### src/zcd_pkg.sv
// Purpose: constants shared by the crossing detector logic
// Assumes: apb slave with 32-bit data, one register per aligned word
// Notes:   offsets are byte addresses
package zcd_pkg;

  localparam int          ZCD_ADDR_WIDTH      = 4;
  localparam int          ZCD_DATA_WIDTH      = 32;

  // register byte offsets
  localparam logic [3:0]  ZCD_OFS_CONTROL     = 4'h0;
  localparam logic [3:0]  ZCD_OFS_FLAG        = 4'h4;
  localparam logic [3:0]  ZCD_OFS_ENABLE      = 4'h8;
  localparam logic [3:0]  ZCD_OFS_IRQ_CTRL    = 4'hc;

  // crossing_control_reg fields
  localparam int          ZCD_BIT_MODULE_EN   = 7;
  localparam int          ZCD_BIT_STATE       = 5;
  localparam int          ZCD_BIT_INVERT      = 4;
  localparam int          ZCD_BIT_RISE_EN     = 1;
  localparam int          ZCD_BIT_FALL_EN     = 0;

  // peripheral_flag_reg_three / peripheral_enable_reg_three field
  localparam int          ZCD_BIT_CROSSING    = 0;

  // irq_control_reg fields
  localparam int          ZCD_BIT_GLOBAL      = 7;
  localparam int          ZCD_BIT_PERIPH      = 6;

  localparam logic        ZCD_RESET_BIT       = 1'b0;
  localparam int          ZCD_SYNC_STAGES     = 2;

endpackage

### src/zcd_logic.sv
// Purpose: digital side of a zero-cross detector behind an apb slave
// Assumes: sink_active comes straight from the analogue comparator, asynchronous
// Notes:   single clock pclk, asynchronous active-low reset presetn
//
// Functional notes
// - status bit shows whether the current source or sink is active
// - invert clear: state high while sink active, low while source active
// - invert set: state high while source active, low while sink active
// - edge detection acts on the state after polarity inversion
// - separate rising and falling edge detectors on the crossing state
// - flag sets when a detector fires and its own enable is set
// - rise enable qualifies rising edges, fall enable falling edges
// - interrupt out only with flag enable, peripheral and global gates set
// - changing the inversion control raises an event even when disabled
// - an edge in the clearing cycle wins; the flag stays set
//
// The APB slave port and the address map were chosen for this implementation.
`timescale 1ns/10ps
module zcd_logic
  import zcd_pkg::*;
(
  input  wire logic                      pclk,
  input  wire logic                      presetn,
  input  wire logic                      psel,
  input  wire logic                      penable,
  input  wire logic                      pwrite,
  input  wire logic [ZCD_ADDR_WIDTH-1:0] paddr,
  input  wire logic [ZCD_DATA_WIDTH-1:0] pwdata,
  output logic      [ZCD_DATA_WIDTH-1:0] prdata,
  output logic                           pready,
  output logic                           pslverr,
  input  wire logic                      sink_active,
  output logic                           crossing_state,
  output logic                           irq
);

  // ---------------------------------------------------------------
  // register state
  // ---------------------------------------------------------------
  logic                       module_enable;
  logic                       output_invert;
  logic                       rise_irq_enable;
  logic                       fall_irq_enable;
  logic                       crossing_irq_flag;
  logic                       crossing_irq_enable;
  logic                       peripheral_irq_gate;
  logic                       global_irq_gate;
  logic [ZCD_SYNC_STAGES-1:0] sink_sync;
  logic                       state_prev;
  logic                       next_state;
  logic                       rise_seen;
  logic                       fall_seen;
  logic                       invert_change;
  logic                       access;
  logic                       wr_control;
  logic                       wr_flag;
  logic                       known_addr;
  logic [ZCD_DATA_WIDTH-1:0]  next_prdata;

  // decode one register select at the access phase
  function automatic logic zcd_hit(input logic [ZCD_ADDR_WIDTH-1:0] a,
                                   input logic [ZCD_ADDR_WIDTH-1:0] ofs);
    return a == ofs;
  endfunction

  // ---------------------------------------------------------------
  // apb decode
  // ---------------------------------------------------------------
  // no wait states: every access completes in its first access cycle
  assign access     = psel && penable && pready;
  assign wr_control = access && pwrite && zcd_hit(paddr, ZCD_OFS_CONTROL);
  assign wr_flag    = access && pwrite && zcd_hit(paddr, ZCD_OFS_FLAG);
  assign known_addr = zcd_hit(paddr, ZCD_OFS_CONTROL) || zcd_hit(paddr, ZCD_OFS_FLAG) ||
                      zcd_hit(paddr, ZCD_OFS_ENABLE) || zcd_hit(paddr, ZCD_OFS_IRQ_CTRL);

  // ---------------------------------------------------------------
  // input synchroniser and polarity
  // ---------------------------------------------------------------
  // two-stage sync
  always_ff @(posedge pclk or negedge presetn) begin
    if (!presetn) begin
      sink_sync <= '0;
    end else begin
      sink_sync <= {sink_sync[ZCD_SYNC_STAGES-2:0], sink_active};
    end
  end

  assign next_state = sink_sync[ZCD_SYNC_STAGES-1] ^ output_invert;

  always_ff @(posedge pclk or negedge presetn) begin
    if (!presetn) begin
      crossing_state <= ZCD_RESET_BIT;
    end else begin
      crossing_state <= next_state;
    end
  end

  // detectors after inversion
  // the detectors compare the registered state with its previous value, so an
  // inversion write flips the state and is seen as an edge
  always_ff @(posedge pclk or negedge presetn) begin
    if (!presetn) begin
      state_prev <= ZCD_RESET_BIT;
    end else begin
      state_prev <= crossing_state;
    end
  end

  assign rise_seen = crossing_state && !state_prev;
  assign fall_seen = !crossing_state && state_prev;

  // ---------------------------------------------------------------
  // control registers
  // ---------------------------------------------------------------
  always_ff @(posedge pclk or negedge presetn) begin
    if (!presetn) begin
      module_enable   <= ZCD_RESET_BIT;
      output_invert   <= ZCD_RESET_BIT;
      rise_irq_enable <= ZCD_RESET_BIT;
      fall_irq_enable <= ZCD_RESET_BIT;
    end else if (wr_control) begin
      module_enable   <= pwdata[ZCD_BIT_MODULE_EN];
      output_invert   <= pwdata[ZCD_BIT_INVERT];
      rise_irq_enable <= pwdata[ZCD_BIT_RISE_EN];
      fall_irq_enable <= pwdata[ZCD_BIT_FALL_EN];
    end
  end

  // inversion change event
  // raised independently of module_enable; kept as a one-cycle pulse so a
  // change is flagged even when the synchronised input happens to toggle too
  always_ff @(posedge pclk or negedge presetn) begin
    if (!presetn) begin
      invert_change <= ZCD_RESET_BIT;
    end else begin
      invert_change <= wr_control && (pwdata[ZCD_BIT_INVERT] != output_invert);
    end
  end

  always_ff @(posedge pclk or negedge presetn) begin
    if (!presetn) begin
      crossing_irq_enable <= ZCD_RESET_BIT;
    end else if (access && pwrite && zcd_hit(paddr, ZCD_OFS_ENABLE)) begin
      crossing_irq_enable <= pwdata[ZCD_BIT_CROSSING];
    end
  end

  always_ff @(posedge pclk or negedge presetn) begin
    if (!presetn) begin
      global_irq_gate     <= ZCD_RESET_BIT;
      peripheral_irq_gate <= ZCD_RESET_BIT;
    end else if (access && pwrite && zcd_hit(paddr, ZCD_OFS_IRQ_CTRL)) begin
      global_irq_gate     <= pwdata[ZCD_BIT_GLOBAL];
      peripheral_irq_gate <= pwdata[ZCD_BIT_PERIPH];
    end
  end

  // ---------------------------------------------------------------
  // crossing flag
  // ---------------------------------------------------------------
  // qualified set beats software clear
  always_ff @(posedge pclk or negedge presetn) begin
    if (!presetn) begin
      crossing_irq_flag <= ZCD_RESET_BIT;
    end else if ((rise_seen && rise_irq_enable) || (fall_seen && fall_irq_enable) ||
                 invert_change) begin
      crossing_irq_flag <= 1'b1;
    end else if (wr_flag) begin
      crossing_irq_flag <= pwdata[ZCD_BIT_CROSSING];
    end
  end

  always_ff @(posedge pclk or negedge presetn) begin
    if (!presetn) begin
      irq <= ZCD_RESET_BIT;
    end else begin
      irq <= crossing_irq_flag && crossing_irq_enable &&
             peripheral_irq_gate && global_irq_gate;
    end
  end

  // ---------------------------------------------------------------
  // apb read path and response
  // ---------------------------------------------------------------
  always_comb begin
    next_prdata = '0;
    if (psel && !penable && !pwrite) begin
      case (paddr)
        ZCD_OFS_CONTROL: begin
          next_prdata[ZCD_BIT_MODULE_EN] = module_enable;
          next_prdata[ZCD_BIT_STATE]     = crossing_state;
          next_prdata[ZCD_BIT_INVERT]    = output_invert;
          next_prdata[ZCD_BIT_RISE_EN]   = rise_irq_enable;
          next_prdata[ZCD_BIT_FALL_EN]   = fall_irq_enable;
        end
        ZCD_OFS_FLAG: begin
          next_prdata[ZCD_BIT_CROSSING] = crossing_irq_flag;
        end
        ZCD_OFS_ENABLE: begin
          next_prdata[ZCD_BIT_CROSSING] = crossing_irq_enable;
        end
        ZCD_OFS_IRQ_CTRL: begin
          next_prdata[ZCD_BIT_GLOBAL] = global_irq_gate;
          next_prdata[ZCD_BIT_PERIPH] = peripheral_irq_gate;
        end
        default: begin
          next_prdata = '0;
        end
      endcase
    end
  end

  // data is captured in the setup cycle so prdata is a flop at the access edge
  always_ff @(posedge pclk or negedge presetn) begin
    if (!presetn) begin
      prdata <= '0;
    end else if (psel && !penable) begin
      prdata <= next_prdata;
    end
  end

  always_ff @(posedge pclk or negedge presetn) begin
    if (!presetn) begin
      pready  <= 1'b0;
      pslverr <= 1'b0;
    end else begin
      pready  <= psel && !penable;
      pslverr <= psel && !penable && !known_addr;
    end
  end

endmodule

### config.mk
export PLATFORM = sky130hd
export DESIGN_NAME = zcd_logic
export DESIGN_NICKNAME = d
export VERILOG_FILES = /design/src/zcd_pkg.sv /design/src/zcd_logic.sv
export SDC_FILE = /design/constraint.sdc
export NUM_CORES = 1
export LEC_CHECK = 0
export ABC_AREA = 1
export BUFFER_PORTS_ARGS = -buffer_cell sky130_fd_sc_hd__buf_2
export CAP_MARGIN = 20
export CORE_ASPECT_RATIO = 1.2
export CORE_MARGIN = 2
export CORE_UTILIZATION = 41
export DETAILED_ROUTE_END_ITERATION = 8
export PLACE_DENSITY = 0.89
export SETUP_SLACK_MARGIN = 0.5
export SLEW_MARGIN = 20
export SYNTH_ARGS = -nofsm -noshare
export SYNTH_HDL_FRONTEND = slang
export SYNTH_SLANG_ARGS = --single-unit
### constraint.sdc
create_clock -name pclk -period 1.39 [get_ports pclk]
set_clock_uncertainty 0.2 [all_clocks]
set_input_delay 0.2085 -clock pclk [delete_from_list [all_inputs] [get_ports pclk]]
set_output_delay 0.2085 -clock pclk [all_outputs]
set_load 0.01 [all_outputs]
==> run_results.csv <==
group,metric,value,unit
run_status,status,"finished with violations",
run_status,failed_checks,"negative hold slack",
layout,fillCellCount,257,
clock_tree,cts_sinks,22,
die,die_area,0.003272,mm²
global_routing,busiest_layer,"met2",
global_routing,grt_util_met2,22.34,%
power_and_ir_drop,peakVddDrop,347.1,µV
synthesis,synth_top_area_share,47.46,%
clock_tree,cts_root_buffer,"clkbuf_4",
die,die_h,62.27,µm
power_and_ir_drop,powerDensity,855.5,mW/mm²
worst_setup_path,critPathMaxStageDelay,0.44,ns
worst_setup_path,start_kind,"register",
synthesis,synth_mux_area_share,0,%
synthesis,synth_largest_area_cell,"dfrtp_1",
timing,setup_violations,0,
layout,area_growth,21.14,%
synthesis,ys_ff_latch,22,
worst_setup_path,rr_worst_depth,5,
clock_tree,cts_tree,"built",
die,die_w,52.56,µm
synthesis,yosys-top-cells-count,"nand2_1, buf_4, dfrtp_1",
worst_setup_path,cp.arrival,0.90,ns
worst_setup_path,required,0.98,ns
timing,maxSlewViolCount,0,
power_and_ir_drop,power_frac_comb,14.3,%
die,num_rows,21,
die,top_level_ports,78,
worst_setup_path,critPathTopFamily,"flip-flops",
clock_tree,htree_levels,1,
clock_tree,cts_buffer_depth,2,
synthesis,ys.flop_type,"dfrtp_1",
worst_setup_path,reg2reg_slack,0.22,ns
synthesis,syn_avg_cell_area,8.528,µm²
global_routing,antenna_found_initial,0,
global_routing,grt_pass1_wl,3105,µm
layout,multi_input_comb_area,534.3,µm²
detailed_routing,drtPass1Iterations,4,
synthesis,yosysWarnings,0,
worst_setup_path,critPathSlowestCell,"dfrtp_1",
power_and_ir_drop,power_frac_clock,29.1,%
die,initial_core_util,42.45,%
timing,fmax,761.4,MHz
place,io_buffers,24,
global_routing,grt_start_max_net_pins,23,
layout,layout-drive-gt1-share,31.95,%
synthesis,syn_area,0.001160,mm²
power_and_ir_drop,power.switching,0.3240,mW
layout,regArea,550.5,µm²
timing,rsz0062_at_grt,"true",
power_and_ir_drop,finalPower,1.202,mW
synthesis,syn_inst,136,
timing,period_needed,1.313,ns
power_and_ir_drop,p_sw_share,26.95,%
worst_setup_path,crit_buf_inv,1,
synthesis,synth-xor-area-share,1.510,%
synthesis,synth.most_common_cell,"nand2_1",
timing,post-route-period-util,94.48,%
synthesis,synth_top_family_by_area,"simple AND/OR/NAND/NOR gates",
synthesis,synth-adder-area-share,0,%
detailed_routing,vias_per_cell,4.355,
global_routing,overflow,0,
clock_tree,clkLatencyLatePin,0.31,ns
clock_tree,cts_buffers,3,
detailed_routing,routed_wl,1974,µm
worst_setup_path,endpoint_kind,"primary output",
power_and_ir_drop,seq_power_share,56.6,%
detailed_routing,drc,0,
synthesis,synth-simple-area-share,28.59,%
timing,hold_viol,32,
power_and_ir_drop,internal_power,0.8781,mW
global_routing,track_usage,12.59,%
power_and_ir_drop,p_leak,0.7996,nW
worst_setup_path,setup.worst_path.start,"crossing_state$_DFF_PN0_",
worst_setup_path,r2r_start,"pready$_DFF_PN0_",
die,coreArea,0.002733,mm²
place,dp_hpwl,1501,µm
detailed_routing,drtAntennaViolNets,0,
timing,tns,0,ns
synthesis,ys_types,17,
layout,diodes,0,
flow_run,cap_violations,0,
synthesis,synth-seq-area-share,47.46,%
detailed_routing,drt_iter0_markers,24,
worst_setup_path,cp_max_fo,5,
worst_setup_path,rr_endpoint,"crossing_irq_flag$_DFFE_PN0P_",
global_routing,grt.met1_usage,13.36,%
clock_tree,hold_buffers,1,
detailed_routing,avgRoutedWirePerCell,9.724,µm
worst_setup_path,path_cells,"buf_2",
global_routing,use_met3,2.404,%
worst_setup_path,crit_type,"register to primary output",
worst_hold_path,hold_class,"input pin to async pin",
synthesis,synth_compound_area_share,1.726,%
clock_tree,cts.reportedPaths.clkPinSlew,0.12,ns
synthesis,synth-edff-count,0,
timing,hold_ws,-0.3722,ns
synthesis,async_flop_share,100.0,%
detailed_routing,vias,884,
layout,nNetsFinal,212,
global_routing,first_global_vias,764,
place,gp_congestion,0.8621,
synthesis,synth_area_leaders,"dfrtp_1, buf_4, nand2_1, nand3_1, inv_1",
-- worst max-delay path by stage --
stage,end,slack (ns),cells past startpoint
finish,crossing_state,0.08,1
global route,crossing_state,0.02,1
CTS,crossing_state,0.07,1
detailed placement,crossing_irq_flag$_DFFE_PN0P_,0.12,6
global placement,prdata[7]$_DFFE_PN0N_,0.13,8
floorplan,crossing_irq_flag$_DFFE_PN0P_,0.25,5
-- layout make-up --
type	count	share of cell area (%)
clock buffer	4	2.582
inverter	11	4.274
multi-input combinational	102	38.02
sequential	22	39.18
tap	34	3.028
timing repair buffer	30	12.91
-- logic make-up (layout without fill, tap and decap cells) --
kind of cell | after synthesis | after routing
AND/OR/NAND/NOR | 70 | 70
buffers and inverters | 37 | 45
flip-flops | 22 | 22
AO/OA/AOI/OAI | 4 | 4
XOR/XNOR | 2 | 2
other | 1 | 26
-- placed cells by master, fill, tap and decap left out --
master and count:
xnor2_1 1, nand4_4 1, clkbuf_4 4, inv_4 1
inv_16 1, nand2_2 4, inv_1 8, buf_6 3
buf_2 23, dfrtp_1 22, nand3_1 11, nand2_1 34
conb_1 26, inv_2 1, nor2_4 5, nand2_8 1
nor2_2 2, nor3_2 1, clkbuf_8 1, nand2_4 2
o21ai_1 4, dlygate4sd3_1 1, nor3_1 2, nand3_2 2
xor2_1 1, buf_4 2, nor2_1 5
-- stage by stage --
step           area, µm²  hold slack (ns)  worst slack (ns)  cells  utilization, %
2_1_floorplan       1303          -0.2871            0.2456    161               -
3_3_place_gp        1270        -0.007956            0.1323    193           46.47
3_5_place_dp        1270        -0.006145            0.1160    193           46.47
4_1_cts             1369          -0.3498           0.07067    203           50.09
5_1_grt             1405          -0.3466           0.02123    203           51.42
6_report            1405          -0.3722           0.07669    203           51.42
-- power groups by stage --
stage,clock [mW],sequential (mW),combinational [mW]
finish,0.350,0.680,0.172
global route,0.390,0.683,0.191
CTS,0.355,0.679,0.167
detailed placement,0,0.692,0.157
global placement,0,0.691,0.153
floorplan,0,0.693,0.142
-- sequential cells by signal, summed over array words and instances, names as in the netlist --
| name | flops |
|---|---|
| crossing_irq_enable | 1 |
| module_enable | 1 |
| prdata | 6 |
| pready | 1 |
| fall_irq_enable | 1 |
| sink_sync | 2 |
| pslverr | 1 |
| global_irq_gate | 1 |
| invert_change | 1 |
| peripheral_irq_gate | 1 |
| crossing_state | 1 |
| state_prev | 1 |
| rise_irq_enable | 1 |
| output_invert | 1 |
| crossing_irq_flag | 1 |
| irq | 1 |
-- layer usage --
metal,part of all wire [%],vias up,routed length [µm]
met5,0,-,0
met4,2.3,0,46
met3,7.0,5,138
met2,55,34,1081
met1,36,407,707
li1,-,438,-
-- what timing repair did --
item,CTS,global route
gates resized for setup,5,9
pin swaps,3,9
buffers inserted,5,0
setup endpoints to repair,25,26
endpoints found under the hold margin,33,30
(Power assumes the default switching activity.)
